$ cat config.mk
export PLATFORM = sky130hd
export DESIGN_NAME = fdv_freq_divider
export DESIGN_NICKNAME = d
export VERILOG_FILES = /design/src/fdv_pkg.sv /design/src/fdv_prescaler.sv /design/src/fdv_freq_divider.sv
export SDC_FILE = /design/constraint.sdc
export NUM_CORES = 1
export LEC_CHECK = 0
export BUFFER_PORTS_ARGS = -buffer_cell sky130_fd_sc_hd__clkbuf_2
export CELL_PAD_IN_SITES_DETAIL_PLACEMENT = 0
export CELL_PAD_IN_SITES_GLOBAL_PLACEMENT = 1
export CORE_MARGIN = 3
export CORE_UTILIZATION = 30
export CTS_BUF_LIST = sky130_fd_sc_hd__clkbuf_16
export CTS_CLUSTER_DIAMETER = 60
export DETAILED_ROUTE_END_ITERATION = 6
export PLACE_DENSITY_LB_ADDON = 0.1
export SLEW_MARGIN = 0
export SYNTH_ARGS = -nofsm -noshare
export SYNTH_HDL_FRONTEND = slang
export SYNTH_SLANG_ARGS = --single-unit
$ cat constraint.sdc
create_clock -name ref_clk -period 2.4 [get_ports ref_clk]
set_input_delay 0.24 -clock ref_clk [delete_from_list [all_inputs] [get_ports ref_clk]]
set_output_delay 0.24 -clock ref_clk [all_outputs]
set_load 0.01 [all_outputs]
$ cat src/fdv_pkg.sv
package fdv_pkg;

  // Register indexes; byte address is four times the index
  localparam logic [7:0] FDV_CTRL_INDEX   = 8'h2E;
  localparam logic [7:0] FDV_VALUE_INDEX  = 8'h2F;
  localparam logic [7:0] FDV_STATUS_INDEX = 8'h30;
  localparam logic [7:0] FDV_CTRL_ADDR    = {FDV_CTRL_INDEX[5:0], 2'h0};
  localparam logic [7:0] FDV_VALUE_ADDR   = {FDV_VALUE_INDEX[5:0], 2'h0};
  localparam logic [7:0] FDV_STATUS_ADDR  = {FDV_STATUS_INDEX[5:0], 2'h0};

  // Control field positions
  localparam int unsigned FDV_SRC_SEL_BIT = 7;
  localparam int unsigned FDV_PRESC_HI_BIT = 6;
  localparam int unsigned FDV_PRESC_LO_BIT = 5;
  localparam int unsigned FDV_ENABLE_BIT  = 4;
  localparam logic [7:0]  FDV_CTRL_WMASK  = 8'hF0;

  // Status field positions
  localparam int unsigned FDV_STAT_TONE_BIT = 0;
  localparam int unsigned FDV_STAT_LS_BIT   = 1;
  localparam int unsigned FDV_STAT_HS_BIT   = 2;
  localparam int unsigned FDV_STAT_CNT_LSB  = 8;

  // Reset values
  localparam logic [7:0]  FDV_CTRL_RESET   = 8'h00;
  localparam logic [7:0]  FDV_VALUE_RESET  = 8'h00;
  localparam logic [7:0]  FDV_COUNT_RESET  = 8'h00;
  localparam logic [2:0]  FDV_PRESC_RESET  = 3'h0;
  localparam logic [31:0] FDV_RDATA_RESET  = 32'h0000_0000;

  // Source channels on the synchroniser
  localparam int unsigned FDV_SRC_CHANNELS = 2;
  localparam int unsigned FDV_CH_LOW       = 0;
  localparam int unsigned FDV_CH_HIGH      = 1;

  typedef enum logic {
    FDV_SRC_LOW,
    FDV_SRC_HIGH
  } fdv_src_t;

endpackage

$ cat src/fdv_prescaler.sv
`timescale 1ns/1ps
module fdv_prescaler
  import fdv_pkg::*;
(
  // Clock and reset
  input  wire logic       ref_clk,
  input  wire logic       reset,
  // Control
  input  wire logic       clear,
  input  wire logic [1:0] ratio,
  // Source edge in, tick out
  input  wire logic       src_edge,
  output logic            tick
);

  typedef struct packed {
    logic [2:0] count;
  } fdv_presc_state_t;

  fdv_presc_state_t st;
  fdv_presc_state_t next_st;
  logic [2:0]       mask;

  always_comb begin
    next_st = st;
    unique case (ratio)
      2'h0: mask = 3'h0;
      2'h1: mask = 3'h1;
      2'h2: mask = 3'h3;
      2'h3: mask = 3'h7;
    endcase
    // Tick on the edge that completes 1, 2, 4 or 8 source edges
    tick = src_edge && !clear && ((st.count & mask) == mask);
    if (clear) begin
      next_st.count = FDV_PRESC_RESET;
    end else if (src_edge) begin
      next_st.count = st.count + 3'h1;
    end
  end

  always_ff @(posedge ref_clk) begin
    if (reset) begin
      st.count <= FDV_PRESC_RESET;
    end else begin
      st <= next_st;
    end
  end

endmodule

$ cat src/fdv_freq_divider.sv
// How it works
// - Enable bit 4 drives tone, else low
// - Bits 6:5 prescale by 1, 2, 4, 8
// - Bit 7 picks fast quarter or slow clock
// - Control bits 3:0 read as zero
// - Eight-bit divide value feeds second counter stage
// - Divide value writes ignored while disabled
// - Disabled divider clears divide value register
// - Tone toggles every N+1 prescaler ticks
//
// Chosen here: the APB slave port.
`timescale 1ns/1ps
module fdv_freq_divider
  import fdv_pkg::*;
(
  // Clock and reset
  input  wire logic        ref_clk,
  input  wire logic        reset,
  // APB slave
  input  wire logic        psel,
  input  wire logic        penable,
  input  wire logic        pwrite,
  input  wire logic [7:0]  paddr,
  input  wire logic [31:0] pwdata,
  output logic [31:0]      prdata,
  output logic             pready,
  output logic             pslverr,
  // Source clocks from pins
  input  wire logic        low_speed_clk,
  input  wire logic        high_speed_quarter_clk,
  // Tone pin
  output logic             tone_output_pin
);

  typedef struct packed {
    logic [7:0]                  divider_control;
    logic [7:0]                  divider_value;
    logic [7:0]                  count;
    logic                        tone;
    logic [FDV_SRC_CHANNELS-1:0] sync1;
    logic [FDV_SRC_CHANNELS-1:0] sync2;
    logic [FDV_SRC_CHANNELS-1:0] sync3;
    logic [FDV_SRC_CHANNELS-1:0] level;
    logic [31:0]                 rdata;
    logic                        rerr;
  } fdv_core_state_t;

  fdv_core_state_t             st;
  fdv_core_state_t             next_st;
  logic [FDV_SRC_CHANNELS-1:0] src_pins;
  logic [FDV_SRC_CHANNELS-1:0] src_rise;
  logic                        divider_output_enable;
  logic [1:0]                  prescale_select;
  fdv_src_t                    divider_source_select;
  logic                        src_edge;
  logic                        presc_tick;
  logic                        setup_phase;
  logic                        access_write;

  function automatic logic reg_hit(input logic [7:0] addr, input logic [7:0] reg_addr);
    reg_hit = (addr == reg_addr);
  endfunction

  assign src_pins[FDV_CH_LOW]  = low_speed_clk;
  assign src_pins[FDV_CH_HIGH] = high_speed_quarter_clk;

  assign divider_output_enable = st.divider_control[FDV_ENABLE_BIT];
  assign prescale_select       = st.divider_control[FDV_PRESC_HI_BIT:FDV_PRESC_LO_BIT];
  assign divider_source_select = st.divider_control[FDV_SRC_SEL_BIT] ? FDV_SRC_HIGH : FDV_SRC_LOW;

  // Rise counts once the second and third stages agree on high
  genvar g;
  generate
    for (g = 0; g < FDV_SRC_CHANNELS; g++) begin : g_rise
      assign src_rise[g] = (st.sync2[g] == st.sync3[g]) && st.sync3[g] && !st.level[g];
    end
  endgenerate

  assign src_edge = (divider_source_select == FDV_SRC_HIGH) ? src_rise[FDV_CH_HIGH]
                                                            : src_rise[FDV_CH_LOW];

  fdv_prescaler u_prescaler (
    .ref_clk  (ref_clk),
    .reset    (reset),
    .clear    (!divider_output_enable),
    .ratio    (prescale_select),
    .src_edge (src_edge),
    .tick     (presc_tick)
  );

  // Read data is caught in the setup cycle so the access cycle answers at once
  assign setup_phase  = psel && !penable;
  assign access_write = psel && penable && pwrite;
  assign pready       = psel && penable;
  assign prdata       = st.rdata;
  assign pslverr      = pready && st.rerr;

  always_comb begin
    next_st = st;

    for (int i = 0; i < FDV_SRC_CHANNELS; i++) begin
      next_st.sync1[i] = src_pins[i];
      next_st.sync2[i] = st.sync1[i];
      next_st.sync3[i] = st.sync2[i];
      if (st.sync2[i] == st.sync3[i]) begin
        next_st.level[i] = st.sync3[i];
      end
    end

    if (setup_phase) begin
      next_st.rdata = FDV_RDATA_RESET;
      next_st.rerr  = 1'b0;
      if (reg_hit(paddr, FDV_CTRL_ADDR)) begin
        next_st.rdata[7:0] = st.divider_control & FDV_CTRL_WMASK;
      end else if (reg_hit(paddr, FDV_VALUE_ADDR)) begin
        next_st.rdata[7:0] = st.divider_value;
      end else if (reg_hit(paddr, FDV_STATUS_ADDR)) begin
        next_st.rdata[FDV_STAT_TONE_BIT]               = st.tone;
        next_st.rdata[FDV_STAT_LS_BIT]                 = st.level[FDV_CH_LOW];
        next_st.rdata[FDV_STAT_HS_BIT]                 = st.level[FDV_CH_HIGH];
        next_st.rdata[FDV_STAT_CNT_LSB +: 8]           = st.count;
      end else begin
        next_st.rerr = 1'b1;
      end
    end

    if (access_write) begin
      if (reg_hit(paddr, FDV_CTRL_ADDR)) begin
        next_st.divider_control = pwdata[7:0] & FDV_CTRL_WMASK;
      end else if (reg_hit(paddr, FDV_VALUE_ADDR) && divider_output_enable) begin
        next_st.divider_value = pwdata[7:0];
      end
    end

    if (!next_st.divider_control[FDV_ENABLE_BIT]) begin
      next_st.divider_value = FDV_VALUE_RESET;
    end

    if (!divider_output_enable) begin
      next_st.count = FDV_COUNT_RESET;
      next_st.tone  = 1'b0;
    end else if (presc_tick) begin
      // Compare with >= so a value lowered mid-period still ends the half period
      if (st.count >= st.divider_value) begin
        next_st.count = FDV_COUNT_RESET;
        next_st.tone  = !st.tone;
      end else begin
        next_st.count = st.count + 8'h01;
      end
    end
  end

  always_ff @(posedge ref_clk) begin
    if (reset) begin
      st.divider_control <= FDV_CTRL_RESET;
      st.divider_value   <= FDV_VALUE_RESET;
      st.count           <= FDV_COUNT_RESET;
      st.tone            <= 1'b0;
      st.sync1           <= '0;
      st.sync2           <= '0;
      st.sync3           <= '0;
      st.level           <= '0;
      st.rdata           <= FDV_RDATA_RESET;
      st.rerr            <= 1'b0;
    end else begin
      st <= next_st;
    end
  end

  assign tone_output_pin = st.tone;

endmodule

==> results.sh, run 1 <==
export IMPL_maxCapViolCount=0
export IMPL_status="finished clean"
export IMPL_p_int_w=0.00134
export IMPL_clockBufferDepth=2
export IMPL_vias_per_cell=4.59
export IMPL_drc=0
export IMPL_grt_overflow_total=0
export IMPL_grtUsageTotal=0.120
export IMPL_cp_max_fo=9
export IMPL_fp_dieW_um=98.4
export IMPL_portBuffers=41
export IMPL_diodes=0
export IMPL_postCtsSetupBuffers=0
export IMPL_syn_area_um2=2560
export IMPL_seq_area_frac_synth=0.383
export IMPL_max_slew_margin_rel=0.465
export IMPL_grt_pass1_wl_mm=9.34
export IMPL_final_cells=422
export IMPL_fp_dieArea_um2=9680
export IMPL_min_period_ns=2.03
export IMPL_synth_edff_count=0
export IMPL_worst_slew_pin_slew_ns=0.803
export IMPL_grt_antenna_before_repair=0
export IMPL_synthCells=282
export IMPL_pin_count=82
export IMPL_clk_latency_ns=0.28
export IMPL_cts_tree="done"
export IMPL_finalSetupViolCount=0
export IMPL_startpoint="st[43]"
export IMPL_drv_slew=0
export IMPL_cts_buffers=5
export IMPL_layout_commonest_cell="dfxtp_1"
export IMPL_cp_required_ns=2.61
export IMPL_async_flop_share=0
export IMPL_tns_ns=0
export IMPL_start_kind="flop"
export IMPL_drt_iter0_drc=40
export IMPL_syn_area_per_cell_um2=9.08
export IMPL_dp_hpwl_mm=4.42
export IMPL_routedWlPerCell_um=13.5
export IMPL_grt_pass1_vias=1806
export IMPL_final_cell_mix="dfxtp_1, clkbuf_2, nor2_1"
export IMPL_clock_skew_ns=0.00633
export IMPL_rows=33
export IMPL_yosys_warnings=0
export IMPL_route_vias_total=1937
export IMPL_htree_levels=2
export IMPL_drive_gt1_frac=0.237
export IMPL_firstDrtPassIters=4
export IMPL_cp_arrival_ns=2.24
export IMPL_fill_cells=886
export IMPL_die_y_um=98.4
export IMPL_worst_setup_path_end_kind="flop"
export IMPL_power_frac_seq=0.485
export IMPL_start_util=0.310
export IMPL_wl_mm=5.71
export IMPL_area_growth_pct=14.8
export IMPL_synth_cell_types=45
export IMPL_clock_root_buffer="clkbuf_16"
export IMPL_dp_cells=414
export IMPL_cts_hold_buf=0
export IMPL_criticalPathCategory="reg2reg"
export IMPL_vdd_drop_max_mv=0.334
export IMPL_min_period_over_period=0.846
export IMPL_clkPwrFrac=0.472
export IMPL_final_nets=375
export IMPL_cts_repair_resize_count=0
export IMPL_synthFlopType="dfxtp_1"
export IMPL_cellLeakagePower_nw=1.14
export IMPL_min_path_type="in2reg"
export IMPL_cts_sinks=49
export IMPL_ys_ff_latch=49
export IMPL_grt_max_degree=23
export IMPL_power_frac_comb=0.043
export IMPL_fmax_ghz=0.493
export IMPL_swShare=0.209
export IMPL_gp_congestion=0.727
export IMPL_p_per_area_nw_per_um2=576
export IMPL_placed_area_um2=2770
export IMPL_min_from="high_speed_quarter_clk"
export IMPL_switching_power_w=0.000353
export IMPL_finalInstanceArea_um2=2940
export IMPL_r2r_start="st[43]"
export IMPL_hold_violations=0
export IMPL_postRouteAntennaNets=0
export IMPL_core_um2=8260
export IMPL_path_clk_slew_ns=0.07
export IMPL_rsz0062_at_grt="no"
## kinds of logic after synthesis
family | after synthesis | share of synthesized area
flip-flops | 49 | 0.383
multiplexers | 18 | 0.0718
XOR/XNOR | 2 | 0.00684
other | 1 | 0.00146
AO/OA/AOI/OAI | 41 | 0.124
buffers and inverters | 56 | 0.133
AND/OR/NAND/NOR | 103 | 0.221
adder cells (fa/ha/maj) | 12 | 0.0586
## flip-flops by register name, indices dropped and copies added (netlist names)
register and cells:
st 22, next_st 4, u_prescaler.st 3, divider_output_enable 1
prescale_select 2, tone_output_pin 1, prdata 16
## metrics by stage
step | hold WS [ns] | setup WS (ns) | util | power [W]
final | 0.165 | 0.371 | 0.356 | 0.00169
after global routing | 0.165 | 0.171 | 0.356 | 0.00177
after CTS | 0.157 | 0.341 | 0.356 | 0.00173
after detailed placement | 0.425 | 0.352 | 0.335 | 0.000914
after global placement | 0.417 | 0.364 | 0.335 | 0.000914
after floorplan | 0.368 | 0.568 | - | 0.000899
## layer usage
layer	global-route usage	wire, µm	part of all wire
met2	0.173	2470	0.43
met5	0	0	0
met3	0.0314	252	0.044
met1	0.176	2950	0.52
met4	0.0305	36	0.0063
## area by class of cell
| type | count | area [µm²] | share of cell area |
|---|---|---|---|
| clock buffer | 5 | 125 | 0.0426 |
| tap | 105 | 131 | 0.0447 |
| timing repair buffer | 55 | 310 | 0.106 |
| clock inverter | 3 | 46.3 | 0.0158 |
| inverter | 13 | 48.8 | 0.0166 |
| sequential | 49 | 981 | 0.334 |
| multi-input combinational | 192 | 1290 | 0.441 |
## synth_stat cells, types with 3 or more instances
master    number  area, µm²
a31oi_1        7       43.8
a21oi_1        4       20.0
buf_2          5       25.0
mux2_2         3       33.8
nand2_1        7       26.3
nand2b_1      10       62.6
inv_1         13       48.8
a22oi_1       15        113
nor2b_1       10       62.6
mux2i_1       15        150
nor2_1        39        146
clkbuf_1       4       15.0
ha_1          12        150
nand3_1        9       45.0
dfxtp_1       49        981
buf_4         33        248
nand4_1       10       62.6
## path summary, 6_finish.rpt
| check | endpoint | slack (ns) | cells after the start |
|---|---|---|---|
| worst max-delay path | st[49] | 0.37 | 7 |
| worst min-delay path | next_st[38] | 0.16 | 2 |
| worst max register to register | st[49] | 0.37 | 7 |
| worst min register to register | next_st[35] | 0.44 | 1 |
## power groups by stage
stage,combinational [W],sequential (W),clock [W]
3_3_place_gp,0.0000744,0.000840,0
2_1_floorplan,0.0000605,0.000839,0
4_1_cts,0.0000743,0.000820,0.000831
3_5_place_dp,0.0000743,0.000839,0
6_report,0.0000726,0.000821,0.000799
5_1_grt,0.0000816,0.000821,0.000868
## worst max-delay path, cell delays in order, from the launching register on
cell and delay (ns):
dfxtp_1 0.41, ha_1 0.27, nor2b_1 0.13, o211a_1 0.23
o311ai_4 0.40, buf_4 0.24, o2111ai_1 0.12, a31oi_1 0.16
Power figures use the tool's default switching activity.
==> inputs of run 2 (changes only) <==
ABC_AREA = 1   (was default)
clock period = 1.9 ns   (was 2.4 ns; I/O delays follow)
==> results.sh, run 2 <==
export IMPL_cts_tree="done"
export IMPL_min_path_type="in2reg"
export IMPL_maxCapViolCount=0
export IMPL_cp_required_ns=2.12
export IMPL_multi_input_area_um2=1260
export IMPL_crit_path_max_incr_delay_ns=0.41
export IMPL_critical_path_slowest_cell="dfxtp_1"
export IMPL_rsz0062_at_grt="no"
export IMPL_hold_ws_ns=0.0847
export IMPL_gp_congestion=0.770
export IMPL_hold_violations=0
export IMPL_async_flop_share=0
export IMPL_yosys_warnings=0
export IMPL_vias_per_cell=4.26
export IMPL_cp_arrival_ns=1.82
export IMPL_clk_latency_ns=0.29
export IMPL_firstDrtPassIters=4
export IMPL_syn_area_per_cell_um2=7.36
export IMPL_placed_area_um2=2810
export IMPL_ys_ff_latch=49
export IMPL_drive_gt1_frac=0.210
export IMPL_routedWlPerCell_um=12.1
export IMPL_grt_overflow_total=0
export IMPL_layout_commonest_cell="nand2_1"
export IMPL_regMostFlops="st"
export IMPL_vdd_drop_max_mv=0.330
export IMPL_route_vias_total=2108
export IMPL_clock_root_buffer="clkbuf_16"
export IMPL_htree_levels=2
export IMPL_cts_hold_buf=0
export IMPL_synth_most_common_cell="nand2_1"
export IMPL_cellLeakagePower_nw=1.27
export IMPL_grt_pass1_wl_mm=9.84
export IMPL_tns_ns=0
export IMPL_portBuffers=41
export IMPL_min_period_ns=1.60
export IMPL_path_common_cell="nand2_1"
export IMPL_grt_antenna_before_repair=0
export IMPL_dp_cells=487
export IMPL_finalSetupViolCount=0
export IMPL_worst_setup_path_end_kind="flop"
export IMPL_seqCellArea_um2=982
export IMPL_synthCells=358
export IMPL_timing_critical_path_buf_inv=1
export IMPL_cts_repair_resize_count=0
export IMPL_synth_edff_count=0
export IMPL_grtUsageTotal=0.126
export IMPL_final_nets=448
export IMPL_postCtsSetupBuffers=0
export IMPL_fp_dieW_um=99.7
export IMPL_synth_area_top_cells="dfxtp_1, nand2_1, buf_4"
export IMPL_drv_slew=0
export IMPL_path_cells="inv_1 -> ha_1 -> nand2_1 -> nor2_1 -> nor2_1 -> nand2_1 -> nand2_1 -> nand2_1 -> nand2_1 -> nand2_2 -> a21oi_1"
export IMPL_max_slew_margin_rel=0.650
export IMPL_synth_common_cells="nand2_1, dfxtp_1, inv_1"
export IMPL_status="finished clean"
export IMPL_synth_top_cell_area_share=0.372
export IMPL_grt_max_degree=22
export IMPL_cts_buffers=5
export IMPL_criticalPathCategory="reg2reg"
export IMPL_synth_cell_types=33
export IMPL_drc=0
export IMPL_seq_area_frac_synth=0.372
export IMPL_worst_slew_pin_slew_ns=0.524
export IMPL_start_util=0.315
export IMPL_core_um2=8380
export IMPL_die_y_um=99.7
export IMPL_drt_iter0_drc=48
export IMPL_fill_cells=903
export IMPL_final_cell_mix="nand2_1, dfxtp_1, inv_1"
export IMPL_yosys_area_top_type="dfxtp_1"
export IMPL_wl_mm=6.01
export IMPL_fp_dieArea_um2=9950
export IMPL_area_growth_pct=12.1
export IMPL_dp_hpwl_mm=4.68
export IMPL_grt_pass1_vias=1975
export IMPL_cp_top_family="simple AND/OR/NAND/NOR gates"
export IMPL_p_per_area_nw_per_um2=692
export IMPL_diodes=0
export IMPL_finalInstanceArea_um2=2950
export IMPL_start_kind="flop"
export IMPL_synthFlopType="dfxtp_1"
export IMPL_rows=33
export IMPL_largest_reg_flops=22
export IMPL_syn_area_um2=2640
export IMPL_cts_sinks=49
export IMPL_clock_skew_ns=0.00780
export IMPL_cp_max_fo=7
export IMPL_min_period_over_period=0.844
export IMPL_clockBufferDepth=2
export IMPL_postRouteAntennaNets=0
export IMPL_fmax_ghz=0.623
export IMPL_final_cells=495
export IMPL_path_clk_slew_ns=0.07
export IMPL_pin_count=82
## run 2: changes by cell type in the layout (fill, tap and decap cells not counted), moves of 4 or more
| cell | delta |
|---|---|
| nand2_1 | +72 |
| a22oi_1 | -15 |
| a21oi_2 | +8 |
| o21ai_0 | +5 |
| nor2_1 | +4 |
| nor2b_1 | -10 |
| nand2_2 | +5 |
| a31oi_1 | -7 |
| inv_1 | +32 |
| mux2i_1 | -14 |
| buf_4 | -7 |
| a21oi_1 | +19 |
| nand2b_1 | -10 |
## run 2: per-layer routing
metal | track usage | share of wire
met4 | 0.0378 | 0.013
met5 | 0 | 0
met3 | 0.0231 | 0.031
met1 | 0.168 | 0.50
met2 | 0.205 | 0.46
## run 2: final timing paths
kind / from / endpoint / slack, ns / depth (start not counted)
min reg2reg: next_st[37] / next_st[35] / 0.40 / 2
max reg2reg: st[51] / st[42] / 0.30 / 11
min: low_speed_clk / next_st[37] / 0.08 / 3
max: st[51] / st[42] / 0.30 / 11
## run 2: worst reg2reg max path, cell delays in order (launching register included)
cell and delay (ns):
dfxtp_1 0.41, inv_1 0.06, ha_1 0.28, nand2_1 0.07, nor2_1 0.04, nor2_1 0.07
nand2_1 0.07, nand2_1 0.08, nand2_1 0.05, nand2_1 0.10, nand2_2 0.14, a21oi_1 0.16
## run 2: area by class of cell
cell class,count,share of cell area
Clock buffer,5,0.0424
Clock inverter,3,0.00635
Inverter,47,0.0601
Multi-Input combinational cell,238,0.427
Sequential cell,49,0.332
Tap cell,105,0.0445
Timing Repair Buffer,48,0.0873
## run 2: where the power goes
part | internal (W) | total [W] | switching [W]
registers | 0.00104 | 0.00104 | 0.00000566
logic | 0.0000409 | 0.000118 | 0.0000774
clock network | 0.000484 | 0.000880 | 0.000396
total | 0.00156 | 0.00204 | 0.000479
## run 2: stage by stage
step | setup slack [ns] | utilization | power (W)
2_1_floorplan | 0.531 | - | 0.00117
3_3_place_gp | 0.289 | 0.335 | 0.00119
3_5_place_dp | 0.257 | 0.335 | 0.00119
4_1_cts | 0.236 | 0.352 | 0.00208
5_1_grt | 0.0601 | 0.352 | 0.00214
6_report | 0.296 | 0.352 | 0.00204
## run 2: cells by family (layout without fill, tap and decap cells)
group,after synthesis,after routing,synth area share
other,1,16,0.00142
AO/OA/AOI/OAI,47,47,0.107
flip-flops,49,49,0.372
AND/OR/NAND/NOR,158,158,0.274
XOR/XNOR,4,4,0.0133
adder cells (fa/ha/maj),12,12,0.0570
buffers and inverters,86,103,0.171
multiplexers,1,1,0.00380
